==> config.mk <==
export PLATFORM = sky130hd
export DESIGN_NAME = tcad_decoder
export DESIGN_NICKNAME = d
export VERILOG_FILES = /design/src/rtl/tcad_pkg.sv /design/src/rtl/tcad_decoder.sv
export SDC_FILE = /design/constraint.sdc
export NUM_CORES = 2
export LEC_CHECK = 0
export BUFFER_PORTS_ARGS = -buffer_cell sky130_fd_sc_hd__buf_4
export CAP_MARGIN = 5
export CORE_MARGIN = 2
export CORE_UTILIZATION = 41
export CTS_BUF_LIST = sky130_fd_sc_hd__clkbuf_4 sky130_fd_sc_hd__clkbuf_8 sky130_fd_sc_hd__clkbuf_16
export DETAILED_ROUTE_END_ITERATION = 8
export MAX_ROUTING_LAYER = met4
export PLACE_DENSITY_LB_ADDON = 0.25
export RECOVER_POWER = 50
export SLEW_MARGIN = 20
export SYNTH_ARGS = -nofsm -noshare
export SYNTH_HDL_FRONTEND = slang
export SYNTH_SLANG_ARGS = --single-unit
==> constraint.sdc <==
create_clock -name mclk -period 6.8 [get_ports mclk]
set_input_delay 0.34 -clock mclk [delete_from_list [all_inputs] [get_ports mclk]]
set_output_delay 0.34 -clock mclk [all_outputs]
set_load 0.005 [all_outputs]
==> src/rtl/tcad_pkg.sv <==
// Purpose: shared constants for the timer command area decoder
// Assumes: 32-bit command/definition entries in a word-addressed area
// Notes:   offsets are byte addresses into the register window
package tcad_pkg;
   // entry field positions
   localparam int CMP_LSB      = 0;
   localparam int CMP_W        = 16;
   localparam int NXT_BIT      = 16;
   localparam int IC_BIT       = 17;
   localparam int PIN_LSB      = 18;
   localparam int PIN_W        = 3;
   localparam int CA_BIT       = 21;
   localparam int STEP_BIT     = 22;
   localparam int RA_BIT       = 25;
   localparam int IR_BIT       = 26;
   localparam int EN_BIT       = 27;
   localparam int VT_INT_BIT   = 17;
   localparam int VT_RUN_BIT   = 18;
   localparam int RANGE_BIT    = 19;
   localparam int EXT_LSB      = 20;
   localparam int RAD_LSB      = 23;
   localparam int RAD_W        = 9;
   localparam int VAL_LSB      = 1;
   localparam int VAL_W        = 15;
   localparam logic [2:0] PIN_NONE = 3'h7;
   // register map (byte addresses)
   localparam logic [7:0] REG_CTRL   = 8'h00;
   localparam logic [7:0] REG_BOUNDS = 8'h04;
   localparam logic [7:0] REG_STATUS = 8'h08;
   localparam logic [7:0] REG_PINS   = 8'h0C;
   localparam logic [7:0] REG_AREA   = 8'h40;
   localparam int CTRL_EN_BIT  = 0;
   localparam int CTRL_PRE_LSB = 8;
   localparam int CTRL_PRE_W   = 4;
   localparam int SCAN_STEPS   = 4;
   localparam logic [1:0] WRAP_DELAY = 2'h2;
   localparam logic [31:0] RD_UNMAPPED = 32'h0000_0000;
   typedef enum logic [1:0] {TCAD_CMD, TCAD_DEF1, TCAD_DEF2} tcad_slot_t;
endpackage

==> src/rtl/tcad_decoder.sv <==
// Purpose: scans a command/definition area, runs virtual timers and compares
// Assumes: area held locally, written by the host over Avalon-MM
// Notes:   one entry slot per prescaled tick, one per four ticks in step operation
//
// How it works
// - a standard compare matches bits 15..0 against the nearest virtual timer above it, else the reference timer.
// - a command with bit 16 set makes the next entry a timer definition.
// - a standard compare takes exactly one slot of the scan.
// - with range bit 0 the maximum is radical at bits 12..4 and bits 22..20 at bits 3..1.
// - with range bit 1 bits 22..20 go to 15..13, radical at 12..4, bits 3..1 are ones.
// - in step operation each entry slot spans four resolution periods, comparisons still per resolution.
//
// The placing of the registers and register access over Avalon-MM were left to the implementer.
`timescale 1ns/1ps
`default_nettype none
module tcad_decoder #(
   parameter int AREA_WORDS = 16,
   parameter int NUM_PINS   = 7
) (
   input  wire logic        mclk,
   input  wire logic        reset_n,
   input  wire logic        clk_en,
   input  wire logic [7:0]  avs_address,
   input  wire logic        avs_read,
   input  wire logic        avs_write,
   input  wire logic [31:0] avs_writedata,
   input  wire logic [3:0]  avs_byteenable,
   output logic [31:0]      avs_readdata,
   output logic             avs_waitrequest,
   output logic [NUM_PINS-1:0] match_pin_level,
   output logic             match_interrupt
);
   localparam int AW = $clog2(AREA_WORDS);
   if (AREA_WORDS < 2 || AREA_WORDS > 16 || NUM_PINS != 7)
      $error("tcad_decoder parameters out of range");

   logic [31:0] area_ff [AREA_WORDS];
   logic [31:0] nxt_area [AREA_WORDS];
   logic [3:0]  pre_ff, nxt_pre;
   logic [3:0]  pre_sel_ff, nxt_pre_sel;
   logic        run_ff, nxt_run;
   logic [AW-1:0] first_ff, nxt_first, last_ff, nxt_last;
   logic [AW-1:0] idx_ff, nxt_idx;
   tcad_pkg::tcad_slot_t slot_ff, nxt_slot;
   logic        has_vt_ff, nxt_has_vt;
   logic [15:0] vt_ff, nxt_vt;
   logic        vt_zero_ff, nxt_vt_zero;
   logic [1:0]  wrap_ff [AREA_WORDS];
   logic [1:0]  nxt_wrap [AREA_WORDS];
   logic [AREA_WORDS-1:0] lsb_ff, nxt_lsb;
   logic [15:0] ref_ff, nxt_ref;
   logic        coarse_scan_ff, nxt_coarse;
   logic [1:0]  phase_ff, nxt_phase;
   logic [NUM_PINS-1:0] pin_ff, nxt_pin;
   logic        irq_ff, nxt_irq;
   logic [31:0] rdata_ff, nxt_rdata;
   logic        ack_ff, nxt_ack;

   wire logic tick = clk_en && run_ff && (pre_ff == pre_sel_ff);
   wire logic [31:0] ent = area_ff[idx_ff];
   wire logic [2:0] ent_pin = ent[tcad_pkg::PIN_LSB +: tcad_pkg::PIN_W];
   wire logic [AW-1:0] idx_nx = (idx_ff == last_ff) ? first_ff
                                                    : AW'(idx_ff + 1'b1);

   function automatic logic [15:0] vt_max(input logic [31:0] e);
      logic [2:0] ext;
      ext = e[tcad_pkg::EXT_LSB +: 3];
      if (e[tcad_pkg::RANGE_BIT])
         vt_max = {ext, e[tcad_pkg::RAD_LSB +: tcad_pkg::RAD_W],
                   3'h7, 1'b0};
      else
         vt_max = {3'h0, e[tcad_pkg::RAD_LSB +: tcad_pkg::RAD_W],
                   ext, 1'b0};
   endfunction

   // scan, timers and compares
   always_comb
   begin
      logic [15:0] cur;
      logic [15:0] tmax;
      logic [2:0]  psel;
      logic        hit, zero_hit, adv;
      cur = 16'h0000;
      tmax = 16'h0000;
      psel = 3'h0;
      hit = 1'b0;
      zero_hit = 1'b0;
      adv = 1'b0;
      nxt_area = area_ff;
      nxt_wrap = wrap_ff;
      nxt_lsb = lsb_ff;
      nxt_idx = idx_ff;
      nxt_slot = slot_ff;
      nxt_has_vt = has_vt_ff;
      nxt_vt = vt_ff;
      nxt_vt_zero = vt_zero_ff;
      nxt_ref = ref_ff;
      nxt_coarse = coarse_scan_ff;
      nxt_phase = phase_ff;
      nxt_pin = pin_ff;
      nxt_irq = 1'b0;
      if (tick)
      begin
         // step mode: each entry waits out all four phases
         adv = !coarse_scan_ff || (phase_ff == 2'(tcad_pkg::SCAN_STEPS-1));
         nxt_phase = coarse_scan_ff ? 2'(phase_ff + 1'b1) : 2'h0;
         if (idx_ff == first_ff && slot_ff == tcad_pkg::TCAD_CMD && adv)
            nxt_ref = 16'(ref_ff + 1'b1);
         case (slot_ff)
            tcad_pkg::TCAD_CMD:
            begin
               cur = has_vt_ff ? vt_ff : ref_ff;
               hit = (ent[tcad_pkg::CMP_LSB +: tcad_pkg::CMP_W] == cur);
               zero_hit = has_vt_ff ? vt_zero_ff : (ref_ff == 16'h0000);
               psel = ent[tcad_pkg::PIN_LSB +: tcad_pkg::PIN_W];
               if (ent[tcad_pkg::STEP_BIT])
                  nxt_coarse = 1'b1;
               if (ent[tcad_pkg::EN_BIT] && psel != tcad_pkg::PIN_NONE)
               begin
                  if (hit)
                     nxt_pin[psel] = ent[tcad_pkg::CA_BIT];
                  else if (zero_hit && ent[tcad_pkg::RA_BIT])
                     nxt_pin[psel] = !ent[tcad_pkg::CA_BIT];
               end
               nxt_irq = (hit && ent[tcad_pkg::IC_BIT]) ||
                         (zero_hit && ent[tcad_pkg::IR_BIT]);
               if (adv)
               begin
                  nxt_slot = ent[tcad_pkg::NXT_BIT] ? tcad_pkg::TCAD_DEF1
                                                    : tcad_pkg::TCAD_CMD;
                  nxt_idx = idx_nx;
                  if (idx_ff == last_ff)
                     nxt_has_vt = 1'b0;
               end
            end
            tcad_pkg::TCAD_DEF1:
               if (adv)
                  nxt_slot = tcad_pkg::TCAD_DEF2;
            tcad_pkg::TCAD_DEF2:
            begin
               tmax = vt_max(ent);
               cur = {ent[tcad_pkg::VAL_LSB +: tcad_pkg::VAL_W], 1'b0};
               cur[0] = lsb_ff[idx_ff];
               if (adv)
               begin
                  nxt_vt_zero = 1'b0;
                  if (ent[tcad_pkg::VT_RUN_BIT])
                  begin
                     // hold one visit at max, clear on the second
                     if (wrap_ff[idx_ff] == 2'(tcad_pkg::WRAP_DELAY - 2'h1))
                     begin
                        cur = 16'h0000;
                        nxt_wrap[idx_ff] = 2'h0;
                        nxt_vt_zero = 1'b1;
                        nxt_irq = ent[tcad_pkg::VT_INT_BIT];
                     end
                     else if (wrap_ff[idx_ff] != 2'h0 || cur >= tmax)
                        nxt_wrap[idx_ff] = 2'(wrap_ff[idx_ff] + 1'b1);
                     else
                        cur = 16'(cur + 16'h0001);
                     nxt_area[idx_ff][tcad_pkg::VAL_LSB +: tcad_pkg::VAL_W]
                        = cur[15:1];
                     nxt_lsb[idx_ff] = cur[0];
                  end
                  nxt_vt = cur;
                  nxt_has_vt = (idx_ff != last_ff);
                  nxt_slot = tcad_pkg::TCAD_CMD;
                  nxt_idx = idx_nx;
               end
            end
            default:
               nxt_slot = tcad_pkg::TCAD_CMD;
         endcase
      end
      if (clk_en && avs_write && !ack_ff &&
          avs_address >= tcad_pkg::REG_AREA)
      begin
         nxt_lsb[AW'(avs_address[7:2])] = 1'b0;
         for (int b = 0; b < 4; b++)
            if (avs_byteenable[b])
               nxt_area[AW'(avs_address[7:2])][8*b +: 8]
                  = avs_writedata[8*b +: 8];
      end
   end

   // register bus: every access answers one cycle after it is seen
   always_comb
   begin
      nxt_ack = clk_en && (avs_read || avs_write) && !ack_ff;
      nxt_rdata = rdata_ff;
      nxt_pre = (!clk_en || !run_ff || tick) ? 4'h0 : 4'(pre_ff + 1'b1);
      nxt_pre_sel = pre_sel_ff;
      nxt_run = run_ff;
      nxt_first = first_ff;
      nxt_last = last_ff;
      if (nxt_ack && avs_read)
      begin
         case (avs_address)
            tcad_pkg::REG_CTRL:
               nxt_rdata = {20'h0, pre_sel_ff, 7'h0, run_ff};
            tcad_pkg::REG_BOUNDS:
               nxt_rdata = {16'h0, 8'(last_ff), 8'(first_ff)};
            tcad_pkg::REG_STATUS:
               nxt_rdata = {12'h0, 2'(slot_ff), 2'(phase_ff), ref_ff};
            tcad_pkg::REG_PINS:
               nxt_rdata = {25'h0, pin_ff};
            default:
               nxt_rdata = (avs_address >= tcad_pkg::REG_AREA &&
                            avs_address[7:2] < 6'(16 + AREA_WORDS))
                  ? area_ff[AW'(avs_address[7:2])] : tcad_pkg::RD_UNMAPPED;
         endcase
      end
      if (nxt_ack && avs_write)
      begin
         if (avs_address == tcad_pkg::REG_CTRL)
         begin
            nxt_run = avs_writedata[tcad_pkg::CTRL_EN_BIT];
            nxt_pre_sel = avs_writedata[tcad_pkg::CTRL_PRE_LSB +:
                                        tcad_pkg::CTRL_PRE_W];
         end
         if (avs_address == tcad_pkg::REG_BOUNDS)
         begin
            nxt_first = AW'(avs_writedata[7:0]);
            nxt_last = AW'(avs_writedata[15:8]);
         end
      end
   end

   always_ff @(posedge mclk)
   begin
      if (!reset_n)
      begin
         for (int i = 0; i < AREA_WORDS; i++)
         begin
            area_ff[i] <= 32'h0000_0000;
            wrap_ff[i] <= 2'h0;
         end
         lsb_ff <= '0;
         pre_ff <= 4'h0;
         pre_sel_ff <= 4'h0;
         run_ff <= 1'b0;
         first_ff <= '0;
         last_ff <= '0;
         idx_ff <= '0;
         slot_ff <= tcad_pkg::TCAD_CMD;
         has_vt_ff <= 1'b0;
         vt_ff <= 16'h0000;
         vt_zero_ff <= 1'b0;
         ref_ff <= 16'h0000;
         coarse_scan_ff <= 1'b0;
         phase_ff <= 2'h0;
         pin_ff <= '0;
         irq_ff <= 1'b0;
         rdata_ff <= 32'h0000_0000;
         ack_ff <= 1'b0;
      end
      else if (clk_en)
      begin
         area_ff <= nxt_area;
         wrap_ff <= nxt_wrap;
         lsb_ff <= nxt_lsb;
         pre_ff <= nxt_pre;
         pre_sel_ff <= nxt_pre_sel;
         run_ff <= nxt_run;
         first_ff <= nxt_first;
         last_ff <= nxt_last;
         idx_ff <= nxt_idx;
         slot_ff <= nxt_slot;
         has_vt_ff <= nxt_has_vt;
         vt_ff <= nxt_vt;
         vt_zero_ff <= nxt_vt_zero;
         ref_ff <= nxt_ref;
         coarse_scan_ff <= nxt_coarse;
         phase_ff <= nxt_phase;
         pin_ff <= nxt_pin;
         irq_ff <= nxt_irq;
         rdata_ff <= nxt_rdata;
         ack_ff <= nxt_ack;
      end
   end

   assign avs_readdata = rdata_ff;
   assign avs_waitrequest = (avs_read || avs_write) && !ack_ff;
   assign match_pin_level = pin_ff;
   assign match_interrupt = irq_ff;

   // checks
   property p_cmd_one_slot;
      @(posedge mclk) disable iff (!reset_n)
      (tick && slot_ff == tcad_pkg::TCAD_CMD && !coarse_scan_ff
       && !ent[tcad_pkg::NXT_BIT] && idx_ff != last_ff)
      |=> (idx_ff == $past(idx_ff) + 1'b1);
   endproperty
   a_cmd_one_slot: assert property (p_cmd_one_slot)
      else $error("compare did not take one slot");

   property p_def_follows;
      @(posedge mclk) disable iff (!reset_n)
      (tick && slot_ff == tcad_pkg::TCAD_CMD && !coarse_scan_ff
       && ent[tcad_pkg::NXT_BIT]) |=> (slot_ff == tcad_pkg::TCAD_DEF1);
   endproperty
   a_def_follows: assert property (p_def_follows)
      else $error("definition not decoded after flag");

   property p_coarse_hold;
      @(posedge mclk) disable iff (!reset_n)
      (clk_en && coarse_scan_ff && tick &&
       phase_ff != 2'(tcad_pkg::SCAN_STEPS - 1))
      |=> (idx_ff == $past(idx_ff));
   endproperty
   a_coarse_hold: assert property (p_coarse_hold)
      else $error("step scan advanced early");

   property p_irq_pulse;
      @(posedge mclk) disable iff (!reset_n)
      match_interrupt && clk_en |=> !match_interrupt || $past(tick);
   endproperty
   a_irq_pulse: assert property (p_irq_pulse)
      else $error("interrupt without a slot");

   property p_wrap_clear;
      @(posedge mclk) disable iff (!reset_n)
      (tick && slot_ff == tcad_pkg::TCAD_DEF2 && !coarse_scan_ff &&
       ent[tcad_pkg::VT_RUN_BIT] && wrap_ff[idx_ff] != 2'h0)
      |=> (vt_ff == 16'h0000 && vt_zero_ff);
   endproperty
   a_wrap_clear: assert property (p_wrap_clear)
      else $error("virtual timer did not clear");

   property p_ref_compare;
      @(posedge mclk) disable iff (!reset_n)
      (tick && slot_ff == tcad_pkg::TCAD_CMD && !has_vt_ff &&
       ent[tcad_pkg::EN_BIT] && ent_pin != tcad_pkg::PIN_NONE &&
       ent[tcad_pkg::CMP_LSB +: tcad_pkg::CMP_W] == ref_ff)
      |=> (match_pin_level[$past(ent_pin)] == $past(ent[tcad_pkg::CA_BIT]));
   endproperty
   a_ref_compare: assert property (p_ref_compare)
      else $error("reference compare did not act on pin");
endmodule
`default_nettype wire

# Yosys cells after proc, flatten, opt, wreduce, memory -nomap -nowiden
# Index checks and enable logic that the tools add are counted.
totals:
  register_bits: 661
  latch_bits: 0
  ramBits: 0
  mem_bits_ro: 0
  inputBits: 49
  out_inout_bits: 41
  elab_cells: 237
  n_memories: 0
classes:
  add_sub_neg: 6
  mul: 0
  n_div: 0
  order_cmp: 13
  n_eq_ne: 17
  n_shift: 0
  n_mux: 92
  bitwise: 6
  n_reduce_logical: 53
ops:
  columns: ["cell", "n"]
  rows:
  - ["$mux 512", 12]
  - ["$bwmux 512", 5]
  - ["$demux 32 s4", 5]
  - ["$mux 16", 18]
  - ["$bmux 32 s4", 2]
  - ["$mux 32", 8]
  - ["$pmux 32 s4", 1]
  - ["$add 16x1->16 const B", 2]
  - ["$and 32x32->32", 1]
  - ["$bwmux 32", 1]
  - ["$not 32->32", 1]
  - ["$mux 24", 1]
  - ["$logic_and 1x1->1", 22]
  - ["$and 16x16->16", 1]
  - ["$bwmux 16", 1]
  - ["$eq 16x16->1", 1]
  - ["$eq 8x4->1 const B", 2]
  - ["$ge 16x16->1", 1]
  - ["$logic_not 16->1", 1]
  - ["$not 16->16", 1]
  - ["$mux 1", 15]
  - ["$bwmux 7", 2]
  - ["$mux 2", 7]
  - ["$mux 7", 2]
  - ["39 further kinds", 74]

# Depth between registers and ports, before layout
depth:
  word_depth: 32
  mapped_depth: 26
  mapped_depth_nobuf: 15

# Worst setup path after synthesis
# No wires, ideal clock.
synth_path:
  path_kind: "register to register"
  from: "reg idx_ff[1]"
  to: "reg area_ff[495] in the netlist's numbering"
  setup_time_ns: 0.074
  t_arrival_ns: 6.900
  t_required_ns: 6.726
  setup_slack_ns: -0.174
  stages_incl_launch_ff: 26
  path_buffers: 12
  synth_period_minus_slack_ns: 6.974
  path_cell_list: "dfxtp_1 -> buf_6 -> buf_12 -> buf_12 -> buf_6 -> buf_4 -> buf_2 -> buf_2 -> buf_2 -> buf_1 -> buf_2 -> buf_2 -> mux4_2 -> mux4_2 -> inv_1 -> ha_1 -> a21o_1 -> a221o_1 -> a221oi_1 -> o21ai_0 -> or4b_1 -> nor4b_1 -> mux2i_1 -> buf_2 -> nand2_1 -> a31oi_1"
synth_via:
  elab_chain_len: 32
  elab_cells_between_ends: 45
  cone_classes: "add/sub: 1; order compare: 3; eq/ne: 1; mux: 36; bitwise: 1; reduce/logical: 3"
synth_rtl:
  columns: ["item", "line", "text"]
  rows:
  - ["from (decl)", "tcad_decoder.sv:43", "logic [AW-1:0] idx_ff, nxt_idx;"]
  - ["from (signal assigned)", "tcad_decoder.sv:267", "idx_ff <= nxt_idx;"]
  - ["$not 4->5 (not written as such)", null, null]
  - ["$bmux 32 s4", "tcad_decoder.sv:60", "wire logic [31:0] ent = area_ff[idx_ff];"]
  - ["$mux 32 (not written as such) (2 in a row)", "tcad_decoder.sv:60", null]
  - ["$mux 16", "tcad_decoder.sv:68", "if (e[tcad_pkg::RANGE_BIT])"]
  - ["$mux 16", "tcad_decoder.sv:109", "case (slot_ff)"]
  - ["$mux 16", "tcad_decoder.sv:102", "if (tick)"]
  - ["$ge 16x16->1", "tcad_decoder.sv:157", "else if (wrap_ff[idx_ff] != 2'h0 || cur >= tmax)"]
  - ["$logic_or 1x1->1", "tcad_decoder.sv:157", null]
  - ["(+15 left out)", null, null]
  - ["$mux 512", "tcad_decoder.sv:180", "if (avs_byteenable[b])"]
  - ["$mux 512", "tcad_decoder.sv:175", "if (clk_en && avs_write && !ack_ff &&"]
  - ["$bwmux 512", "tcad_decoder.sv:181", "nxt_area[AW'(avs_address[7:2])][8*b +: 8]"]
  - ["$mux 512", "tcad_decoder.sv:180", null]
  - ["$mux 512", "tcad_decoder.sv:175", null]
  - ["$bwmux 512", "tcad_decoder.sv:181", null]
  - ["$mux 512", "tcad_decoder.sv:180", null]
  - ["$mux 512 (*)", "tcad_decoder.sv:175", null]
  - ["to (signal assigned)", "tcad_decoder.sv:259", "area_ff <= nxt_area;"]
  - ["to (decl)", "tcad_decoder.sv:37", "logic [31:0] area_ff [AREA_WORDS];"]
# Mark *: on every way between the ends. The rest lies on a longest branch, timed or not. The select of a mux whose other input is x is not followed.
# A chain may end at the register's enable or synchronous reset.

# Worst setup path after layout
layout_path:
  from: "reg idx_ff[0]"
  to: "reg area_ff[207] in the netlist's numbering"
# Same word-level chain as after synthesis.

==> reports/metrics.cfg <==
[cts]
insertion_delay_ps=660
clock_sinks=661
cts_root_buf=clkbuf_16
clk_pin_slew_worst_paths_ps=60
cts_tree=done
numCtsBuffers=75
cts_resized=0
cts.path.max_buffers=3
htree_levels=3
cts_setup_buffers=0
cts_hold_buffers=0

[timing]
maxSlewViolCount=527
tns_ps=0
min_period_ps=6500
setup_slack_ps=300
post-route-period-util_pct=95.6
clock.fmax_mhz=154
clock_skew_ps=32.5
max_slew_margin_pct=-155
finalHoldViolCount=0
setup_viol=0
rsz0062_at_grt=false
worst_slew_pin_slew_ps=3820
holdWs_ps=39.6

[power_and_ir_drop]
intPower_w=0.00642
comb_power_share_pct=5.7
p_seq_share_pct=45.9
power_density_nw_per_um2=205
power_leakage_nw=13.9
switching_share_pct=24.6
finalPower_w=0.00851
ir_drop_uv=157
clockPowerShare_pct=48.4
p_switching_w=0.00209

[logic_synthesis]
ys_warn_count=0
yosys-top-cells-count=dfxtp_1 (661), nand2_1 (574), nor2_1 (379), clkbuf_1 (298), mux2i_1 (287)
synth_edf_count=0
synth_top_family_by_area=multiplexers
synth_compound_gate_area_share_pct=16.6
ys_types=87
synth_area_per_cell_um2=9.21
synth_top_cell_by_area=dfxtp_1
synth-xor-area-share_pct=0.842
muxShareOfSynthArea_pct=26.4
syn_nets=4140
synthArstFlopShare_pct=0
synth-seq-cells=661
synthTopCellsByArea=dfxtp_1 (35%), mux4_2 (17%), mux2i_1 (7.7%)
yosys_most_used_dff=dfxtp_1
synth_top_area_share_pct=35.4
synth_fa_ha_area_share_pct=0.869
synth_most_common_cell=dfxtp_1
yosys.area_share.simple_pct=15.2
netlist_area_um2=37400
synth_seq_area_share_pct=35.4
synthCells=4065

[worst_setup_path]
crit_chain=buf_4, inv_2, mux2i_1, a21oi_1, ha_1, a21o_1, a221o_1, a221oi_1, o21ai_0, or4b_1, nor4b_1, mux2i_1, buf_4, o22ai_1, a211oi_1
critPathSlowestCell=dfxtp_4
crit_required_ps=7360
crit_arrival_ps=7060
path_class=reg -> reg
crit_fanout=38
r2r_cells=15
slowest_delay_ps=890
end_kind=flip-flop
worstSetupStartpointType=flip-flop

[floorplanning]
num_rows=110
die_area_um2=93700
die_w_um=306
die_h_um=306
initial_core_util_pct=41.5
core_area_um2=90300
io_pins=90

[finish]
seqCellArea_um2=13200
final_nets=4055
drive_above_1_share_pct=16.8
area_growth_pct=10.8
final.fill_count=8598
fin_area_um2=41500
multiInputGateArea_um2=22500

[routing]
wirelength_um=154000
route.detailed.wl_per_inst_um=29.5
num_vias=34700
routed_via_density=6.66
firstDrtPassIters=7
ant_nets=0
drt_iter0_drc=4626
drc=0

[min_path]
whs_path_depth=3
min_path_type=in -> reg

[placed_design]
io_buffers=89
dp_slack_ps=520
dpl_cell_area_um2=39200
place.gp.congestion=1.08
place_hpwl_um=105000

[run_status]
violations=capacitance limit, slew limit
status=finished, violations left

[global_route]
antenna_found_initial=6
grt_pass1_wl_um=225000
grt_pass1_vias=32300
grt_use_total_pct=33.1
grt_max_degree=181
overflow=0

[job]
maxCapViolations=10

-- flip-flops by register name, indices dropped and copies added (netlist names) --
name and flops:
idx_ff 4, pre_sel_ff 4, wrap_ff 32, avs_readdata 32, coarse_scan_ff 1, pre_ff 4, run_ff 1, ref_ff 16
vt_zero_ff 1, last_ff 4, match_pin_level 7, lsb_ff 16, has_vt_ff 1, phase_ff 2, slot_ff 2, vt_ff 16
first_ff 4, ack_ff 1, match_interrupt 1, area_ff 512
-- placed cells by master, fill, tap and decap left out, types with 16 or more instances in the layout --
cell / netlist / layout
a311oi_1: 23 / 23
and3_1: 23 / 23
nor2b_1: 16 / 16
o211a_1: 16 / 16
a211oi_1: 18 / 18
mux2i_1: 287 / 286
inv_1: 36 / 36
o21ai_0: 277 / 277
mux4_2: 286 / 286
a22oi_1: 69 / 69
o22ai_1: 18 / 18
a32o_1: 19 / 19
nand3_1: 132 / 132
a221oi_1: 35 / 35
o221ai_1: 19 / 19
clkbuf_1: 298 / 28
nand2_1: 574 / 573
ha_1: 26 / 26
buf_4: 12 / 150
nor3_1: 77 / 72
a21oi_1: 262 / 262
mux2_2: 21 / 21
nor2_1: 379 / 375
clkbuf_4: 0 / 53
clkbuf_16: 0 / 77
xnor2_1: 22 / 21
and2_1: 28 / 21
a31oi_1: 115 / 115
o211ai_1: 26 / 26
dfxtp_1: 661 / 657
-- power by group through the flow --
stage               Clock (W)  Combinational (W)  Sequential, W
detailed placement          0           0.000473        0.00399
finish                0.00412           0.000482        0.00390
CTS                   0.00416           0.000474        0.00390
global route          0.00431           0.000505        0.00390
global placement            0           0.000472        0.00399
floorplan                   0           0.000290        0.00399
-- layer usage --
layer	vias to the layer above	GRT usage (%)	wire length, um
li1	15000	-	-
met1	17000	44.0	60900
met2	2253	46.8	64600
met3	480	8.58	19200
met4	0	16.2	8840
met5	-	-	0
-- worst paths after layout --
kind	endpoint	slack [ps]	start
max	area_ff[207]	300	idx_ff[0]
min	area_ff[23]	40	avs_writedata[23]
max reg2reg	area_ff[207]	300	idx_ff[0]
min reg2reg	area_ff[401]	470	area_ff[401]
-- critical path: cells and delay by family, from the launching register on --
kind            cells  cell delay [ps]
buf+inv             3              870
flops               1              890
compound gates      7             1900
simple gates        2             1370
fa+ha+maj           1              350
mux                 2              980
-- cell families after synthesis --
kind of cell / count (synthesis)
flops: 661
buf+inv: 426
mux: 606
simple gates: 1321
fa+ha+maj: 26
compound gates: 989
xor+xnor: 36
-- final cells by class --
class	instances	area share, %
Multi-Input combinational cell	2978	54.2
Sequential cell	661	31.9
Clock buffer	107	5.37
Timing Repair Buffer	223	3.97
Tap cell	1176	3.55
Clock inverter	21	0.534
Inverter	41	0.389
Antenna cell	3	0.0181
-- through the flow --
| step | std cells | util, % |
|---|---|---|
| after floorplan | 4065 | - |
| after global placement | 5079 | 43.4 |
| after detailed placement | 5079 | 43.4 |
| after CTS | 5207 | 46.1 |
| after global routing | 5210 | 45.9 |
| final | 5210 | 45.9 |
Note: power is estimated with default switching activity, not from simulation.
